--- config.mk ---
export PLATFORM = sky130hd
export DESIGN_NAME = sync_memory_port_control
export DESIGN_NICKNAME = d
export VERILOG_FILES = /design/src/shared/mem_port_pkg.sv /design/src/verilog/edge_sync.sv /design/src/verilog/tick_delay.sv /design/src/verilog/sync_memory_port_control.sv
export SDC_FILE = /design/constraint.sdc
export NUM_CORES = 1
export LEC_CHECK = 0
export BUFFER_PORTS_ARGS = -buffer_cell sky130_fd_sc_hd__buf_4
export CORE_ASPECT_RATIO = 1.25
export CORE_MARGIN = 2
export CORE_UTILIZATION = 46
export DETAILED_ROUTE_END_ITERATION = 8
export PLACE_DENSITY = 0.8
export SYNTH_ARGS = -nofsm -noshare
export SYNTH_HDL_FRONTEND = slang
export SYNTH_SLANG_ARGS = --single-unit
--- constraint.sdc ---
create_clock -name sys_clk -period 3 [get_ports sys_clk]
set_input_delay 0.15 -clock sys_clk [delete_from_list [all_inputs] [get_ports sys_clk]]
set_output_delay 0.15 -clock sys_clk [all_outputs]
set_load 0.01 [all_outputs]
--- src/shared/mem_port_pkg.sv ---
/*
 * Constants, field layouts and carrier types for the synchronous memory
 * port controller. Assumes a single system clock and no register bus.
 */
// What this block does
// RL1 - sync reads wait programmable 0-3 cycle latency
// RL2 - sync writes present data after 0-3 cycles
// RL3 - extension clear: chip select off after command
// RL4 - extension set: chip select follows output enable
// RL5 - mode clear: address strobe plus deselect cycles
// RL6 - mode set: fifo read enable, no deselect
// RL7 - each space runs on its selected clock
// RL8 - sync access: pins are strobe, oe, we
// RL9 - sdram access: pins are cas, ras, we
// RL10 - peripheral strobe only for selected dma transfers
// RL11 - peripheral read data is not captured
// RL12 - peripheral write leaves data bus undriven
// RL13 - peripheral strobe delayed by read latency field
// RL14 - peripheral strobe delayed by write latency field
// RL15 - sdram reads use column latency three
// RL16 - sdram precharge, refresh, mode set, self refresh
// RL17 - separate secondary control per chip space
// RL18 - sdram commands use standard pin truth table
package mem_port_pkg;

	localparam int NUM_SPACES        = 4;
	localparam int DATA_W            = 32;
	localparam int ADDR_W            = 20;
	localparam int PRECHARGE_ALL_BIT = 10;
	localparam logic [2:0] SDRAM_CAS_LATENCY = 3'h3;

	// per space secondary control
	typedef struct packed {
		logic [1:0] sync_read_latency;
		logic [1:0] sync_write_latency;
		logic       chip_select_extend;
		logic       read_enable_mode;
		logic       sync_clock_select;
	} space_secondary_control_type;

	typedef struct packed {
		logic [1:0] peripheral_read_latency;
		logic [1:0] peripheral_write_latency;
	} peripheral_transfer_control_type;

	typedef enum logic [3:0] {
		OP_SYNC_READ   = 4'h0,
		OP_SYNC_WRITE  = 4'h1,
		OP_SD_ACTIVATE = 4'h2,
		OP_SD_READ     = 4'h3,
		OP_SD_WRITE    = 4'h4,
		OP_SD_DEACT_ALL  = 4'h5,
		OP_SD_DEACT_BANK = 4'h6,
		OP_SD_REFRESH  = 4'h7,
		OP_SD_MODE_SET = 4'h8,
		OP_SD_SELF_ENTER = 4'h9,
		OP_SD_SELF_EXIT  = 4'hA
	} op_type;

	typedef struct packed {
		op_type              op;
		logic [1:0]          space;
		logic [ADDR_W-1:0]   addr;
		logic [DATA_W-1:0]   wdata;
		logic                peripheral_select;
	} mem_req_type;

	// shared pins: strobe pin, output enable pin, write enable pin
	typedef struct packed {
		logic strobe_n;
		logic oe_n;
		logic we_n;
	} ctl_pins_type;

	// sdram order {cas, ras, we}
	localparam ctl_pins_type PINS_IDLE     = 3'h7;
	localparam ctl_pins_type PINS_ACTIVATE = 3'h5;
	localparam ctl_pins_type PINS_READ     = 3'h3;
	localparam ctl_pins_type PINS_WRITE    = 3'h2;
	localparam ctl_pins_type PINS_PRECHARGE = 3'h4;
	localparam ctl_pins_type PINS_REFRESH  = 3'h1;
	localparam ctl_pins_type PINS_MODE_SET = 3'h0;

	typedef enum logic [4:0] {
		ST_IDLE  = 5'h01,
		ST_CMD   = 5'h02,
		ST_WAIT  = 5'h04,
		ST_DATA  = 5'h08,
		ST_DESEL = 5'h10
	} state_type;

endpackage

--- src/verilog/edge_sync.sv ---
/*
 * Two flip-flop synchroniser for a vector of outside levels, with a
 * rising edge pulse per bit. Assumes inputs are asynchronous to sys_clk.
 */
`timescale 1ns/1ps
`default_nettype none
module edge_sync #(
	parameter int WIDTH = 2
) (
	input  wire logic             sys_clk,
	input  wire logic             rst_b,
	input  wire logic [WIDTH-1:0] async_in,
	output logic      [WIDTH-1:0] level,
	output logic      [WIDTH-1:0] rise
);
	logic [WIDTH-1:0] meta_ff;
	logic [WIDTH-1:0] sync_ff;
	logic [WIDTH-1:0] prev_ff;

	// ----------------------------------------
	// synchroniser, first stage read only by second
	// ----------------------------------------
	always_ff @(posedge sys_clk) begin
		if (!rst_b) begin
			// reset high: a clock pin already high at release gives no false edge
			meta_ff <= '1;
			sync_ff <= '1;
			prev_ff <= '1;
		end else begin
			meta_ff <= async_in;
			sync_ff <= meta_ff;
			prev_ff <= sync_ff;
		end
	end

	assign level = sync_ff;
	assign rise  = sync_ff & ~prev_ff;
endmodule // edge_sync
`default_nettype wire

--- src/verilog/tick_delay.sv ---
/*
 * Delays a one-tick event by 0 to 3 memory clock ticks and holds the
 * active-low strobe for one memory cycle. Fire arrives only with tick.
 */
`timescale 1ns/1ps
`default_nettype none
module tick_delay (
	input  wire logic       sys_clk,
	input  wire logic       rst_b,
	input  wire logic       tick,
	input  wire logic       fire,
	input  wire logic [1:0] lat,
	output logic            strobe_n
);
	logic [3:0] pend_ff;
	logic       strobe_n_ff;
	logic [3:0] merged;

	// a pending slot per latency so back to back events do not collide
	assign merged = pend_ff | (fire ? (4'h1 << lat) : 4'h0);

	always_ff @(posedge sys_clk) begin
		if (!rst_b) begin
			pend_ff     <= 4'h0;
			strobe_n_ff <= 1'b1;
		end else if (tick) begin
			strobe_n_ff <= ~merged[0]; // RL13
			pend_ff     <= merged >> 1; // RL14
		end
	end

	assign strobe_n = strobe_n_ff;
endmodule // tick_delay
`default_nettype wire

--- src/verilog/sync_memory_port_control.sv ---
/*
 * Synchronous memory port: burst SRAM, fifo and sdram access sequencer
 * with peripheral transfer strobe. Memory clocks come in as pins and
 * are sampled by sys_clk; the pins move one memory cycle per tick.
 */
`timescale 1ns/1ps
`default_nettype none
module sync_memory_port_control
	import mem_port_pkg::*;
(
	input  wire logic                            sys_clk,
	input  wire logic                            rst_b,
	input  wire logic                            mem_clock_out_a,
	input  wire logic                            mem_clock_out_b,
	input  wire space_secondary_control_type [NUM_SPACES-1:0] space_secondary_control,
	input  wire peripheral_transfer_control_type peripheral_transfer_control,
	input  wire logic                            req_valid,
	input  wire mem_req_type                     req,
	output logic                                 req_ready,
	output logic                                 op_done,
	output logic [DATA_W-1:0]                    rsp_data,
	input  wire logic [DATA_W-1:0]               data_in,
	output logic [DATA_W-1:0]                    data_out,
	output logic                                 data_oe_n,
	output logic [ADDR_W-1:0]                    mem_addr,
	output logic [NUM_SPACES-1:0]                space_chip_select_n,
	output ctl_pins_type                         ctl_pins,
	output logic                                 sdram_clock_enable,
	output logic                                 peripheral_transfer_strobe_n
);
	// ----------------------------------------
	// declarations
	// ----------------------------------------
	state_type                   state_ff;
	mem_req_type                 cur_ff;
	space_secondary_control_type cur_cfg;
	space_secondary_control_type req_cfg;
	logic [2:0]        count_ff;
	logic [2:0]        issue_count;
	logic [1:0]        clk_rise;
	logic [DATA_W-1:0] data_sync;
	logic              tick;
	logic              at_issue;
	logic              step;
	logic              last_read;
	logic              write_go;
	logic              finish;
	logic              desel_end;
	logic              req_rd;
	logic              req_wr;
	logic              req_sync;
	logic              cur_rd;
	logic              cur_wr;
	logic              cur_sync;
	logic              issue_wdata;
	logic              strobe_fire;
	logic [1:0]        strobe_lat;
	logic [NUM_SPACES-1:0] cs_n_ff;
	ctl_pins_type      ctl_ff;
	logic [DATA_W-1:0] data_out_ff;
	logic              data_oe_n_ff;
	logic [ADDR_W-1:0] addr_ff;
	logic              cke_ff;
	logic [DATA_W-1:0] rsp_data_ff;
	logic              done_ff;
	ctl_pins_type      nxt_cmd;

	// ----------------------------------------
	// input sampling
	// ----------------------------------------
	edge_sync #(.WIDTH(2)) u_clk_sync (
		.sys_clk  (sys_clk),
		.rst_b    (rst_b),
		.async_in ({mem_clock_out_b, mem_clock_out_a}),
		.level    (),
		.rise     (clk_rise)
	);

	// data takes the same two stages, so it lines up with the clock edge
	edge_sync #(.WIDTH(DATA_W)) u_data_sync (
		.sys_clk  (sys_clk),
		.rst_b    (rst_b),
		.async_in (data_in),
		.level    (data_sync),
		.rise     ()
	);

	// ----------------------------------------
	// decode
	// ----------------------------------------
	// each space carries its own settings
	assign req_cfg = space_secondary_control[req.space]; // RL17
	assign cur_cfg = space_secondary_control[cur_ff.space]; // RL17

	assign req_rd   = (req.op == OP_SYNC_READ) || (req.op == OP_SD_READ);
	assign req_wr   = (req.op == OP_SYNC_WRITE) || (req.op == OP_SD_WRITE);
	assign req_sync = (req.op == OP_SYNC_READ) || (req.op == OP_SYNC_WRITE);
	assign cur_rd   = (cur_ff.op == OP_SYNC_READ) || (cur_ff.op == OP_SD_READ);
	assign cur_wr   = (cur_ff.op == OP_SYNC_WRITE) || (cur_ff.op == OP_SD_WRITE);
	assign cur_sync = (cur_ff.op == OP_SYNC_READ) || (cur_ff.op == OP_SYNC_WRITE);

	// idle follows the clock of the space being asked for
	assign tick = (state_ff == ST_IDLE) ? clk_rise[req_cfg.sync_clock_select]
		: clk_rise[cur_cfg.sync_clock_select]; // RL7

	assign at_issue  = (state_ff == ST_IDLE) && req_valid && tick;
	assign req_ready = at_issue;
	assign step      = ((state_ff == ST_CMD) || (state_ff == ST_WAIT)) && tick;
	assign last_read = step && cur_rd && (count_ff == 3'h1);
	assign write_go  = step && cur_wr && (count_ff == 3'h1);
	assign finish    = last_read || (step && !cur_rd && !cur_wr)
		|| ((state_ff == ST_DATA) && tick);
	assign desel_end = (state_ff == ST_DESEL) && tick;

	// edge that samples read data is count ticks after the command
	always_comb begin
		issue_count = 3'h0;
		if (req.op == OP_SYNC_READ)
			issue_count = {1'b0, req_cfg.sync_read_latency} + 3'h1; // RL1
		else if (req.op == OP_SD_READ)
			issue_count = SDRAM_CAS_LATENCY; // RL15
		else if (req.op == OP_SYNC_WRITE)
			issue_count = {1'b0, req_cfg.sync_write_latency}; // RL2
	end
	assign issue_wdata = at_issue && req_wr && (issue_count == 3'h0);

	// ----------------------------------------
	// sequencer
	// ----------------------------------------
	always_ff @(posedge sys_clk) begin
		if (!rst_b) begin
			state_ff <= ST_IDLE;
			count_ff <= 3'h0;
			cur_ff   <= '0;
		end else begin
			unique case (state_ff)
				ST_IDLE: if (at_issue) begin
					cur_ff   <= req;
					count_ff <= issue_count;
					state_ff <= issue_wdata ? ST_DATA : ST_CMD;
				end
				ST_CMD, ST_WAIT: if (step) begin
					count_ff <= count_ff - 3'h1;
					if (write_go)
						state_ff <= ST_DATA;
					else if (finish)
						state_ff <= (cur_sync && !cur_cfg.read_enable_mode)
							? ST_DESEL : ST_IDLE; // RL5 RL6
					else
						state_ff <= ST_WAIT;
				end
				ST_DATA: if (tick) begin
					state_ff <= (cur_sync && !cur_cfg.read_enable_mode)
						? ST_DESEL : ST_IDLE; // RL5 RL6
				end
				ST_DESEL: if (desel_end) begin
					state_ff <= ST_IDLE;
				end
				default: state_ff <= ST_IDLE;
			endcase
		end
	end

	// ----------------------------------------
	// command pins
	// ----------------------------------------
	// sdram ops map onto {cas, ras, we}; sync ops onto strobe, oe, we
	always_comb begin
		nxt_cmd = PINS_IDLE;
		unique case (req.op)
			OP_SYNC_READ:  nxt_cmd = '{strobe_n: 1'b0, oe_n: 1'b0, we_n: 1'b1}; // RL8
			OP_SYNC_WRITE: nxt_cmd = '{strobe_n: 1'b0, oe_n: 1'b1, we_n: 1'b0}; // RL8
			OP_SD_ACTIVATE: nxt_cmd = PINS_ACTIVATE; // RL9 RL18
			OP_SD_READ:    nxt_cmd = PINS_READ; // RL18
			OP_SD_WRITE:   nxt_cmd = PINS_WRITE; // RL18
			OP_SD_DEACT_ALL, OP_SD_DEACT_BANK: nxt_cmd = PINS_PRECHARGE; // RL16
			OP_SD_REFRESH, OP_SD_SELF_ENTER: nxt_cmd = PINS_REFRESH; // RL16
			OP_SD_MODE_SET: nxt_cmd = PINS_MODE_SET; // RL16
			OP_SD_SELF_EXIT: nxt_cmd = PINS_IDLE;
			default:       nxt_cmd = PINS_IDLE;
		endcase
	end

	always_ff @(posedge sys_clk) begin
		if (!rst_b) begin
			cs_n_ff <= '1;
			ctl_ff  <= PINS_IDLE;
			addr_ff <= '0;
			cke_ff  <= 1'b1;
		end else if (at_issue) begin
			ctl_ff  <= nxt_cmd;
			addr_ff <= req.addr;
			if (req.op == OP_SD_DEACT_ALL)
				addr_ff[PRECHARGE_ALL_BIT] <= 1'b1; // RL16
			if (req.op == OP_SD_DEACT_BANK)
				addr_ff[PRECHARGE_ALL_BIT] <= 1'b0; // RL16
			cs_n_ff <= '1;
			// self refresh exit is a no-operation with the clock enable raised
			if (req.op != OP_SD_SELF_EXIT)
				cs_n_ff[req.space] <= 1'b0;
			if (req.op == OP_SD_SELF_ENTER)
				cke_ff <= 1'b0; // RL16
			if (req.op == OP_SD_SELF_EXIT)
				cke_ff <= 1'b1; // RL16
		end else if (finish || desel_end) begin
			// deselect cycle is all pins high; wins so a zero latency read drops oe
			ctl_ff  <= PINS_IDLE; // RL5
			cs_n_ff <= '1; // RL4
		end else if (step && (state_ff == ST_CMD)) begin
			// command lasts one memory cycle; sync read keeps oe to the data
			ctl_ff <= '{strobe_n: 1'b1, oe_n: !(cur_sync && cur_rd), we_n: 1'b1};
			if (!(cur_sync && cur_rd && cur_cfg.chip_select_extend))
				cs_n_ff <= '1; // RL3
		end
	end

	// ----------------------------------------
	// data bus and answer
	// ----------------------------------------
	// a peripheral write never drives the bus; the peripheral does
	always_ff @(posedge sys_clk) begin
		if (!rst_b) begin
			data_out_ff  <= '0;
			data_oe_n_ff <= 1'b1;
		end else if (issue_wdata) begin
			data_out_ff  <= req.wdata;
			data_oe_n_ff <= req.peripheral_select; // RL12
		end else if (write_go) begin
			data_out_ff  <= cur_ff.wdata;
			data_oe_n_ff <= cur_ff.peripheral_select; // RL12 RL2
		end else if ((state_ff == ST_DATA) && tick) begin
			data_oe_n_ff <= 1'b1;
		end
	end

	always_ff @(posedge sys_clk) begin
		if (!rst_b) begin
			rsp_data_ff <= '0;
			done_ff     <= 1'b0;
		end else begin
			done_ff <= finish;
			if (last_read && !cur_ff.peripheral_select)
				rsp_data_ff <= data_sync; // RL1 RL11
		end
	end

	// ----------------------------------------
	// peripheral transfer strobe
	// ----------------------------------------
	// data phase starts one memory cycle before the sampling edge
	assign strobe_fire = (at_issue && req.peripheral_select && ((req_rd
		&& issue_count == 3'h1) || issue_wdata))
		|| (step && cur_ff.peripheral_select && ((cur_rd && count_ff == 3'h2)
		|| write_go)); // RL10
	assign strobe_lat = ((at_issue && req_rd) || (!at_issue && cur_rd))
		? peripheral_transfer_control.peripheral_read_latency // RL13
		: peripheral_transfer_control.peripheral_write_latency; // RL14

	tick_delay u_strobe_delay (
		.sys_clk  (sys_clk),
		.rst_b    (rst_b),
		.tick     (tick),
		.fire     (strobe_fire),
		.lat      (strobe_lat),
		.strobe_n (peripheral_transfer_strobe_n)
	);

	assign space_chip_select_n = cs_n_ff;
	assign ctl_pins            = ctl_ff;
	assign mem_addr            = addr_ff;
	assign sdram_clock_enable  = cke_ff;
	assign data_out            = data_out_ff;
	assign data_oe_n           = data_oe_n_ff;
	assign rsp_data            = rsp_data_ff;
	assign op_done             = done_ff;

	logic [2:0] ticks_ff;
	always_ff @(posedge sys_clk) begin
		if (!rst_b)
			ticks_ff <= 3'h0;
		else if (at_issue)
			ticks_ff <= 3'h0;
		else if (tick && ticks_ff != 3'h7)
			ticks_ff <= ticks_ff + 3'h1;
	end
endmodule // sync_memory_port_control
`default_nettype wire

# Word-level counts from Yosys, hierarchy flattened
# Memory sizes are Yosys's and may differ from the RTL's.
# Cells that the tools add are included.
totals:
  reg_bits: 215
  latchBits: 0
  mem_bits_rw: 0
  mem_bits_ro: 48
  inputBits: 128
  out_inout_bits: 96
  mem_count: 1
mem_list:
  columns: ["memory", "depth", "word_bits", "rd", "rd_clocked_by_memory_dff", "wr", "line_no", "text"]
  rows:
  - ["(no name shown)", 16, 3, 1, 0, 0, "sync_memory_port_control.sv:170", "unique case (req.op)"]
classes:
  n_addsub: 2
  multipliers: 0
  div: 0
  magnitude_cmp: 5
  n_eq_ne: 24
  shifts: 1
  n_mux: 45
  bitwise_logic: 5
  reduce_logical: 60
ops:
  columns: ["operator", "n"]
  rows:
  - ["$mux 32", 2]
  - ["$mux 5", 7]
  - ["$bmux 7 s2", 2]
  - ["$mux 4", 7]
  - ["$logic_and 1x1->1", 27]
  - ["$mux 3", 7]
  - ["$pmux 5 s4", 1]
  - ["$eq 4x3->1 const B", 4]
  - ["$logic_or 1x1->1", 13]
  - ["$mux 1", 13]
  - ["$eq 4x1->1 const B", 2]
  - ["$eq 4x2->1 const B", 2]
  - ["$eq 4x4->1 const B", 2]
  - ["$logic_not 4->1", 2]
  - ["$ne 2x2->1 const B", 4]
  - ["$mux 7", 1]
  - ["$eq 3x1->1 const B", 2]
  - ["$logic_not 1->1", 6]
  - ["$lt 2x3->1 const B", 2]
  - ["$mux 2", 3]
  - ["$pmux 3 s2", 1]
  - ["$reduce_and 2->1", 3]
  - ["$reduce_bool 2->1", 3]
  - ["$reduce_bool 3->1", 2]
  - ["other kinds (23)", 24]

# Logic depth before layout (Yosys ltp)
# Gate-level depths: netlist (run 1).
logic_depth:
  depth_word: 14
  ltp_mapped: 11
  ltp_nobuf: 9

# Hierarchy
# A second synthesis (run 1) with hierarchy kept.
unflattened:
  hier_cells: 1001
  hier_area_um2: 9430.3
by_module_without_submodules:
  columns: ["mod", "n_inst", "cells_per_inst", "area_each_um2", "seq_area_each_um2"]
  rows:
  - ["sync_memory_port_control", 1, 734, 6284.8, 2822.7]
  - ["edge_sync (u_data_sync)", 1, 234, 2803.9, 1921.8]
  - ["tick_delay", 1, 19, 171.4, 80.1]
  - ["edge_sync (u_clk_sync)", 1, 14, 170.2, 120.1]

# Worst setup path before layout (run 1)
# No wires, ideal clock.
synth_path:
  path_type: "input port to flip-flop"
  startpoint: "input port req[53] (netlist name)"
  endpoint: "register data_out_ff[0] (netlist: data_out[0])"
  setup_ps: 74
  arrival_ps: 2423
  slack_ps: 503
  cell_stages: 10
  cell_sequence: "buf_1 mux4_2 ha_1 nand2_1 a21oi_1 nor3_1 nand4_1 clkbuf_1 or2_2 a31oi_1"
synth_via:
  elab_chain_len: 9
  elab_cells_between_ends: 18
  classes_between: "add/sub (1); mux (9); reduce/logical (8)"
synth_lines:
  columns: ["item", "line_no", "text"]
  rows:
  - ["start, declared", "sync_memory_port_control.sv:18", "input wire mem_req_type req,"]
  - ["$bmux 7 s2 (*)", "sync_memory_port_control.sv:92", "assign req_cfg = space_secondary_control[req.space];"]
  - ["$mux 7 (not written as such) (*)", "sync_memory_port_control.sv:92", null]
  - ["branches (longest 7 deep; another with $add 2x1->3)", null, null]
  - ["end signal, assigned", "sync_memory_port_control.sv:226", "data_out_ff <= req.wdata;"]
  - ["end signal, assigned", "sync_memory_port_control.sv:229", "data_out_ff <= cur_ff.wdata;"]
  - ["end, declared", "sync_memory_port_control.sv:60", "logic [DATA_W-1:0] data_out_ff;"]
# Mark *: on every way between the ends. The select of a mux whose other input is x is not followed.
# A chain may end at the register's enable or synchronous reset.

# Final worst setup path (run 1)
layout_path:
  startpoint: "input port req[53] (netlist name)"
  endpoint: "register rsp_data_ff[0] (netlist: rsp_data[0])"
layout_via:
  elab_chain_len: 9
layout_lines:
  columns: ["item", "line_no", "text"]
  rows:
  - ["$bmux 7 s2", "sync_memory_port_control.sv:92", null]
  - ["$mux 7 (not written as such)", "sync_memory_port_control.sv:92", null]
  - ["$mux 1 (not written as such) (2 in a row)", "sync_memory_port_control.sv:103", "assign tick = (state_ff == ST_IDLE) ? clk_rise[req_cfg.sync_clock_select]"]
  - ["$mux 1", "sync_memory_port_control.sv:103", null]
  - ["$logic_and 1x1->1", "sync_memory_port_control.sv:108", "assign step = ((state_ff == ST_CMD) || (state_ff == ST_WAIT)) && tick;"]
  - ["$logic_and 1x1->1 (2 in a row)", "sync_memory_port_control.sv:109", "assign last_read = step && cur_rd && (count_ff == 3'h1);"]
  - ["$logic_and 1x1->1", "sync_memory_port_control.sv:242", "if (last_read && !cur_ff.peripheral_select)"]
  - ["end signal, assigned", "sync_memory_port_control.sv:243", "rsp_data_ff <= data_sync;"]
  - ["end, declared", "sync_memory_port_control.sv:64", "logic [DATA_W-1:0] rsp_data_ff;"]
# Every way passes these cells. The select of a mux whose other input is x is not followed.

==> reports/qor.txt, run 1 <==
Synthesized netlist cell count: 912
Clock buffer count from CTS: 21
Syn Nets: 1049
Status: completed
Row cnt: 54
Post-route minimum period: 2.71 ns
H-tree depth: 1
Worst-path clk slew: 0.06 ns
Crit-path cells: dlygate4sd3_1 -> buf_4 -> mux4_2 -> and3_1 -> or3_1 -> a211oi_4 -> buf_12 -> mux2i_1 -> nor2_1
Mapped cell area: 0.00819 mm^2
Global-route usage over all layers: 0.236
Reg2reg path depth: 7
First-pass GRT wire length: 36200 um
Vias in the first global route: 7469
Hold Crit Depth: 3
Core Area: 0.0174 mm^2
Max-Cap Viols: 0
Final period util: 0.904
Clock Path Buffers: 3
Area contributors post-synth: dfxtp_1 53%, nand2_1 8.7%, nand2b_1 6.0%
Crit path kind: in2reg
CTS-repair resized insts: 0
Area Overhead vs Synth: 43.6%
VDD IR max: 0.487 mV
Register area share after synthesis: 0.526
N_diodes: 0
Starting DRT DRC Count: 411
Synth top area share: 0.526
Fraction of registers with async set/reset: 0
Mean Syn Cell Area: 8.98 um^2
Layout cells sized above 1: 0.238
Post-Synth XOR/XNOR Area: 0.00214
Mux cell area share after synthesis: 0.0665
Synthesis Warnings: 0
WL/cell: 15.8 um
FF-to-FF setup slack: 0.29 ns
Fin util: 0.675
Crit path required time: 3.34 ns
Synth cell types: 59
R2R Path Start: cur_ff[53]
Cell taking the most area after synthesis: dfxtp_1
Dpl hpwl: 13700 um
Max Slew Vio Count: 0
GRT Max-Usage Layer: met2
Hold Fails Final Rpt: 0
IO buf count: 223
Reg2reg end: rsp_data[0]
Worst setup SP type: primary input
Hold EP: u_strobe_delay.pend_ff[0]
Die height: 153 um
Final #Nets: 1341
Post-route antenna net violation count: 0
Via count: 7545
F_max: 0.369 GHz
Worst-Margin Slew: 0.636 ns
Total negative slack: 0 ns
Number of synthesized flops with an enable pin: 0
Top-count cell post-synth: dfxtp_1
Prevailing post-synth register cell: dfxtp_1
Arrival time at the worst endpoint: 3.05 ns
Final setup fails: 0
Die X: 123 um
Slew margin rel.: 0.576
Met2 track demand over resource: 0.422
TritonCTS clock tree: done
Synth Register Bits: 215
Global Route met1 Usage: 0.275
Compound-gate portion of the synthesized area: 0.142
DR DRC count: 0
RSZ-0062 raised after global routing: false
Largest net degree at the start of global routing: 68
Hold crit path type: in2reg
CP max FO: 32
Adder-Cell Fraction of Synth Area: 0.0138
Drt pass-1 iters: 4
PwrDens: 542 mW/mm^2
Fin Clk Skew: 0.0116 ns
CP Capture Type: register
Static leakage: 4.68 nW
Initial antenna violation count: 0
Starting Density: 0.470
GPL Wtd Cong: 0.850
Gr ovfl total: 0
Met3 GRT Util: 0.0481
Slowest cell delay on critical path: 0.56 ns
Clock sink total: 215
CTS root buf: clkbuf_16
I/O pins: 224
Largest family of logic cells by synthesized area: simple AND/OR/NAND/NOR gates
Post-synthesis simple-gate area fraction: 0.213
Post-Route WL: 22800 um
Clk Latency, worst-skew pair: 0.49 ns
Crit-path slowest cell: mux4_2
Hold wc startpoint: peripheral_transfer_control[3]
Post-synth top cells: 215 x dfxtp_1, 189 x nand2_1, 79 x nand2b_1, 68 x a21oi_1, 53 x clkbuf_1
Die footprint: 0.0189 mm^2
Via density: 5.23
==> stage by stage <==
step           setup slack, ns  total power, mW  instance area (um^2)  instances  hold WS [ns]
2_1_floorplan            0.503             3.18                  8190        912         0.251
3_3_place_gp             0.409             3.37                 10000       1312         0.333
3_5_place_dp             0.331             3.38                 10000       1312         0.337
4_1_cts                  0.287             6.43                 11800       1442       0.00406
5_1_grt                  0.152             6.60                 11800       1442        0.0284
6_report                 0.289             6.37                 11800       1442        0.0280
==> worst max path at each step <==
stage                          start           end
after detailed placement  cur_ff[53]  rsp_data[24]
after CTS                    req[53]     req_ready
final                        req[53]   rsp_data[0]
after floorplan              req[53]   data_out[0]
after global placement    cur_ff[53]  rsp_data[23]
after global routing      cur_ff[53]  rsp_data[11]
==> repair_timing <==
action / 4_1_cts / 5_1_grt
buffers inserted: 0 / 0
hold buffers: 93 / 0
endpoints found under the hold margin: 120 / 0
==> registers in the layout, indices dropped and copies added (netlist names) <==
| register | cells |
|---|---|
| data_out | 32 |
| rsp_data | 32 |
| op_done | 1 |
| space_chip_select_n | 4 |
| u_strobe_delay.pend_ff | 3 |
| u_strobe_delay.strobe_n | 1 |
| sdram_clock_enable | 1 |
| count_ff | 3 |
| cur_ff | 39 |
| data_oe_n | 1 |
| state_ff | 5 |
| u_data_sync.level | 32 |
| ctl_pins | 3 |
| u_clk_sync.prev_ff | 2 |
| u_data_sync.meta_ff | 32 |
| u_clk_sync.level | 2 |
| mem_addr | 20 |
| u_clk_sync.meta_ff | 2 |
==> logic make-up after synthesis <==
group,after synthesis
and+or+nand+nor,373
DFF,215
AOI/OAI and AO/OA,191
buffers and inverters,74
muxes,48
adders and majority gates,9
xor gates and xnor gates,2
==> cell type report <==
cell class	instances	area, um^2
inverters	12	46.3
clock inverters	9	180
well taps	224	280
multi-input cells	623	3580
fillers	1301	5670
flip-flops and latches	215	4300
clock buffers	28	612
repair buffers	331	2760
==> critical path, delay by kind of cell <==
family	cells	cell delay (ns)
AO/OA/AOI/OAI	1	0.31
buffers and inverters	3	1.01
multiplexers	2	0.79
AND/OR/NAND/NOR	3	0.77
==> per-layer routing <==
layer / up-vias / wire length [um]
met5: - / 0
met4: 0 / 658
met3: 55 / 1690
met2: 284 / 11600
met1: 3521 / 8770
li1: 3685 / -
==> power breakdown <==
group	leakage (nW)	switching [mW]	internal, mW	total [mW]
clock network	0.386	1.08	1.86	2.94
logic	2.54	0.214	0.281	0.495
registers	1.75	0.0206	2.91	2.94
==> layout by cell type (no fill, tap or decap), types with 5 or more instances in the layout <==
master,Yosys,routed
o22ai_1,5,5
buf_4,0,235
clkbuf_16,0,21
a31oi_1,40,40
o21ai_0,35,35
inv_1,10,10
mux4_2,5,5
dlygate4sd3_1,0,93
bufinv_16,0,5
dfxtp_1,215,215
mux2i_1,42,42
nor2_1,49,49
nor3_1,9,9
nand2b_1,79,79
nand3_1,13,12
o211ai_1,7,7
clkbuf_8,0,6
a21oi_1,68,68
ha_1,9,9
nand2_1,189,189
No activity file was read; power rests on OpenSTA's default activity.
==> inputs of run 2 (changes only) <==
- ABC_AREA: not set -> 1
==> reports/qor.txt, run 2 <==
R2R Path Start: state_ff[2]
Clock buffer count from CTS: 21 (unchanged)
Arrival time at the worst endpoint: 2.98 ns (-0.07 ns)
Reg with most FFs: cur_ff
Hold-fix buffers, CTS: 87 (-6.5%)
Die footprint: 0.0193 mm^2 (+2.4%)
Most frequent cells in the layout: 232 x buf_4, 215 x dfxtp_1, 143 x nand2_1, 143 x nor2_1, 121 x o21ai_0
Syn Nets: 1180 (+12%)
CP max FO: 46 (+44%)
Die height: 155 um (+1.2%)
Starting Density: 0.467 (-0.00263)
Smallest hold slack: 0.0247 ns (-0.00333 ns)
Largest net degree at the start of global routing: 81 (+19%)
Hold EP: cur_ff[56]
Area contributors post-synth: dfxtp_1 51%, o21ai_0 7.2%, nand2_1 6.4%
F_max: 0.382 GHz (+3.4%)
Post-route minimum period: 2.62 ns (-0.0897 ns)
Synthesized netlist cell count: 1043 (+14%)
GPL Wtd Cong: 0.929 (+9.3%)
Drt pass-1 iters: 5 (+1)
First-pass GRT wire length: 37000 um (+2.1%)
Synthesis Warnings: 0 (unchanged)
Hold wc startpoint: req[56]
Fin util: 0.646 (-0.0284)
Largest register FFs: 39 (unchanged)
Number of synthesized flops with an enable pin: 0 (unchanged)
Initial antenna violation count: 2 (+2)
Area Overhead vs Synth: 38.4%
Final setup fails: 0 (unchanged)
Die X: 125 um (+1.2%)
Synth cell types: 41 (-31%)
Most Frequent Cell on Critical Path: nand2_1
Slowest cell delay on critical path: 0.54 ns (-0.02 ns)
Hold Crit Depth: 3 (unchanged)
Worst-Margin Slew: 0.744 ns (+0.108 ns)
Reg2reg end: data_oe_n
WP buf/inv: 3 (unchanged)
Top-count cell post-synth: dfxtp_1
Crit-path cells: dlygate4sd3_1 -> buf_4 -> nor2_1 -> nand2_1 -> nand4_2 -> ha_1 -> inv_1 -> nand2_1 -> nand2_1 -> nand2_2 -> nor2_4 -> nand2_4 -> nand2_1 -> o211ai_1 -> nand2_1 -> nand2_1
RSZ-0062 raised after global routing: false
WL/cell: 14.5 um (-8.0%)
Synth top area share: 0.513 (-0.0126)
Cell taking the most area after synthesis: dfxtp_1
Worst setup SP type: primary input
DR DRC count: 0 (unchanged)
Fill count: 1471 (+13%)
Max-Cap Viols: 0 (unchanged)
CP Capture Type: register
Mean Syn Cell Area: 8.04 um^2 (-10%)
Synth Register Bits: 215 (unchanged)
Clock Path Buffers: 3 (unchanged)
Register area share after synthesis: 0.513 (-0.0126)
CTS-repair resized insts: 0 (unchanged)
Fin Clk Skew: 0.0113 ns (-0.000328 ns)
Dpl hpwl: 14600 um (+6.8%)
Static leakage: 5.09 nW (+8.7%)
Setup Fix Bufs, Post-CTS: 0 (unchanged)
Slew margin rel.: 0.504 (-0.0719)
Most common cell after layout, fill and taps aside: buf_4
Crit path required time: 3.36 ns (+0.02 ns)
Via count: 7908 (+4.8%)
Reg2reg path depth: 10 (+3)
VDD IR max: 0.415 mV (-15%)
Starting DRT DRC Count: 538 (+31%)
Status: completed
IO buf count: 223 (unchanged)
Prevailing post-synth register cell: dfxtp_1
Worst-path clk slew: 0.06 ns (about the same)
H-tree depth: 1 (unchanged)
Gr ovfl total: 0 (unchanged)
Core Area: 0.0180 mm^2 (+3.0%)
Post-route insts no fill: 1570 (+8.9%)
PwrDens: 668 mW/mm^2 (+23%)
Top cell family by delay on the critical path: simple AND/OR/NAND/NOR gates
Crit-path slowest cell: dlygate4sd3_1
I/O pins: 224 (unchanged)
Via density: 5.04 (-3.7%)
Clock sink total: 215 (unchanged)
Total Power: 7.75 mW (+22%)
Fraction of registers with async set/reset: 0 (unchanged)
Total negative slack: 0 ns (unchanged)
Vias in the first global route: 7694 (+3.0%)
Layout cells sized above 1: 0.276 (+0.0380)
Post-route antenna net violation count: 0 (unchanged)
FF-to-FF setup slack: 0.54 ns (+0.25 ns)
Placed instance count: 1446 (+10%)
Final period util: 0.874 (-0.0299)
Post-Route WL: 22800 um (+0.16%)
Clk Latency, worst-skew pair: 0.49 ns (about the same)
Max Slew Vio Count: 0 (unchanged)
TritonCTS clock tree: done
CTS root buf: clkbuf_16
Crit path kind: in2reg
Final #Nets: 1465 (+9.2%)
Row cnt: 55 (+1.9%)
Hold Fails Final Rpt: 0 (unchanged)
Hold crit path type: in2reg
Post-synth top cells: 215 x dfxtp_1, 143 x nand2_1, 143 x nor2_1, 121 x o21ai_0, 78 x a21oi_1
Global-route usage over all layers: 0.228 (-0.00803)
Mapped cell area: 0.00839 mm^2 (+2.5%)
==> run 2: changes by cell type in the layout (fill, tap and decap cells not counted), sizes merged, moves of 23 or more <==
cell,change
a31oi,-34
inv,+64
mux2i,-42
nand2,-36
nand2b,-79
nand3,+23
nor2,+106
o21ai,+119
or2,+65
==> run 2: worst max path at each step <==
stage            start        end  slack, ns  depth (start not counted)
2_1_floorplan  req[53]  data_oe_n       1.12                         17
3_3_place_gp   req[53]  data_oe_n       0.58                         16
3_5_place_dp   req[53]  data_oe_n       0.45                         16
4_1_cts        req[54]  data_oe_n       0.41                         16
5_1_grt        req[54]  data_oe_n       0.13                         16
6_report       req[54]  data_oe_n       0.38                         16
==> run 2: cell families after synthesis <==
kind of cell | count (synthesis) | synth area share
simple gates | 430 | 0.242
xor+xnor | 1 | 0.00104
buf+inv | 132 | 0.0707
flops | 215 | 0.513
compound gates | 256 | 0.160
fa+ha+maj | 9 | 0.0134
==> run 2: final cells by class <==
type,count,area (um^2),area share
inverters,75,284,0.0245
repair buffers,319,2610,0.225
flip-flops and latches,215,4300,0.371
multi-input cells,696,3490,0.301
clock inverters,5,35.0,0.00302
clock buffers,30,589,0.0508
well taps,228,285,0.0246
diodes,2,5.00,0.000431
==> run 2: per-stage QoR <==
stage	worst slack (ns)	cell area, um^2
finish	0.379	11600
global route	0.128	11600
CTS	0.413	11600
detailed placement	0.451	10100
global placement	0.584	10100
floorplan	1.12	8390
==> run 2: worst min-delay path: stages <==
cell,delay [ns]
buf_4,0.10
o21ai_0,0.09
a21oi_1,0.13
==> run 2: where the power goes <==
| group | leakage [nW] | total (mW) | switching (mW) | internal [mW] |
|---|---|---|---|---|
| Clock | 0.304 | 2.44 | 1.07 | 1.37 |
| Sequential | 1.76 | 3.38 | 0.162 | 3.22 |
| Combinational | 3.03 | 1.93 | 1.14 | 0.797 |
| Total | 5.09 | 7.75 | 2.37 | 5.38 |
==> run 2: layer usage <==
metal	GRT usage	share of wire
met1	0.263	0.40
met2	0.419	0.51
met3	0.0454	0.065
met4	0.0797	0.030
met5	0	0
==> inputs of run 3 (changes only) <==
- GPL_TIMING_DRIVEN: not set -> 0
==> reports/qor.txt, run 3 (synthesis results as in run 2) <==
Max-Cap Viols: 0 (unchanged)
First-pass GRT wire length: 40000 um (+8.2%)
DR DRC count: 0 (unchanged)
Smallest hold slack: 0.0313 ns (+0.00665 ns)
Vias in the first global route: 8221 (+6.8%)
Total Power: 8.32 mW (+7.3%)
Starting DRT DRC Count: 487 (-9.5%)
Dpl hpwl: 17000 um (+16%)
Clock Path Buffers: 3 (unchanged)
FF-to-FF setup slack: 0.85 ns (+0.31 ns)
Crit path kind: reg2out
Clk Latency, worst-skew pair: 0.51 ns (+0.02 ns)
Row cnt: 55 (unchanged)
Post-route minimum period: 2.46 ns (-0.160 ns)
Slew margin rel.: 0.475 (-0.0293)
Arrival time at the worst endpoint: 2.31 ns (-0.67 ns)
Setup Fix Bufs, Post-CTS: 0 (unchanged)
CP Capture Type: output port
Hold crit path type: in2reg
Post-route insts no fill: 1621 (+3.2%)
Hold-fix buffers, CTS: 90 (+3.4%)
Clock sink total: 215 (unchanged)
Hold Crit Depth: 5 (+2)
Post-route setup slack: 0.539 ns (+0.160 ns)
CP max FO: 10 (-78%)
CTS-repair resized insts: 0 (unchanged)
Fin util: 0.668 (+0.0220)
Crit path required time: 2.85 ns (-0.51 ns)
Most common cell after layout, fill and taps aside: buf_4
Reg2reg path depth: 9 (-1)
Worst-path clk slew: 0.06 ns (about the same)
Drt pass-1 iters: 5 (unchanged)
Final period util: 0.820 (-0.0535)
Die X: 125 um (unchanged)
Via density: 5.07 (+0.75%)
Via count: 8226 (+4.0%)
WL/cell: 15.6 um (+7.5%)
Hold Fails Final Rpt: 0 (unchanged)
Worst-Margin Slew: 0.781 ns (+0.0367 ns)
Post-Route WL: 25300 um (+11%)
Worst setup SP type: register
Fill count: 1430 (-2.8%)
IO buf count: 220 (-1.3%)
Fin Clk Skew: 0.0109 ns (-0.000370 ns)
I/O pins: 224 (unchanged)
Initial antenna violation count: 2 (unchanged)
Reg with most FFs: cur_ff
Final setup fails: 0 (unchanged)
Starting Density: 0.467 (unchanged)
Largest net degree at the start of global routing: 17 (-79%)
Die height: 155 um (unchanged)
Status: completed
Max Slew Vio Count: 0 (unchanged)
F_max: 0.406 GHz (+6.5%)
Dpl cell area: 0.0103 mm^2 (+2.2%)
Area Overhead vs Synth: 43.1%
GPL Wtd Cong: 0.919 (-1.2%)
Finished Cell Area: 0.0120 mm^2 (+3.4%)
Die footprint: 0.0193 mm^2 (unchanged)
H-tree depth: 1 (unchanged)
PwrDens: 693 mW/mm^2 (+3.8%)
Global-route usage over all layers: 0.253 (+0.0255)
RSZ-0062 raised after global routing: false
Place WS: 0.762 ns (+0.311 ns)
Gr ovfl total: 0 (unchanged)
CTS root buf: clkbuf_16
Core Area: 0.0180 mm^2 (unchanged)
Total negative slack: 0 ns (unchanged)
Layout cells sized above 1: 0.283 (+0.00641)
Static leakage: 5.27 nW (+3.5%)
Most frequent cells in the layout: 227 x buf_4, 215 x dfxtp_1, 143 x nand2_1, 143 x nor2_1, 121 x o21ai_0
Largest register FFs: 39 (unchanged)
Final #Nets: 1513 (+3.3%)
Clock buffer count from CTS: 21 (unchanged)
Post-route antenna net violation count: 0 (unchanged)
Placed instance count: 1491 (+3.1%)
TritonCTS clock tree: done
VDD IR max: 0.504 mV (+21%)
==> run 3: changes by cell type in the layout (fill, tap and decap cells not counted), sizes merged <==
cell / previous run / this run
dlygate4sd3: 87 / 90
clkbuf: 30 / 56
clkinvlp: 1 / 5
clkinv: 3 / 2
buf: 232 / 247
bufinv: 0 / 4
==> run 3: worst max-delay path, stage by stage, from the launching register on <==
cell and delay, ns:
dfxtp_1 0.34, nor2_2 0.14, nand4_2 0.18, nor2_1 0.29, nand2_4 0.11, inv_2 0.09
buf_6 0.16, buf_2 0.29, buf_4 0.18
==> run 3: final timing paths <==
kind / start / end
worst max register to register: state_ff[2] / mem_addr[13]
worst min register to register: u_data_sync.meta_ff[6] / u_data_sync.level[6]
worst min-delay path: req[53] / space_chip_select_n[2]
worst max-delay path: state_ff[2] / req_ready
==> run 3: layer usage <==
metal / track usage / wire [um] / vias up
li1: - / - / 4064
met1: 0.302 / 10100 / 3802
met2: 0.458 / 12800 / 293
met3: 0.0402 / 1590 / 67
met4: 0.0963 / 796 / 0
met5: 0 / 0 / -
==> run 3: power by group <==
part | internal [mW] | total (mW) | leakage [nW] | switching [mW]
Combinational | 0.828 | 2.04 | 3.14 | 1.21
Clock | 1.76 | 2.90 | 0.364 | 1.14
Sequential | 3.22 | 3.39 | 1.76 | 0.170
Total | 5.81 | 8.32 | 5.27 | 2.52
==> run 3: cell type report <==
type                            instances  area, um^2  area share
Inverter                               75         284      0.0237
Clock inverter                         12         176      0.0147
Buffer                                 57         309      0.0257
Clock buffer                           26         594      0.0495
Tap cell                              228         285      0.0238
Sequential cell                       215        4300       0.359
Multi-Input combinational cell        696        3490       0.291
Antenna cell                            2        5.00    0.000417
Timing Repair Buffer                  310        2550       0.213
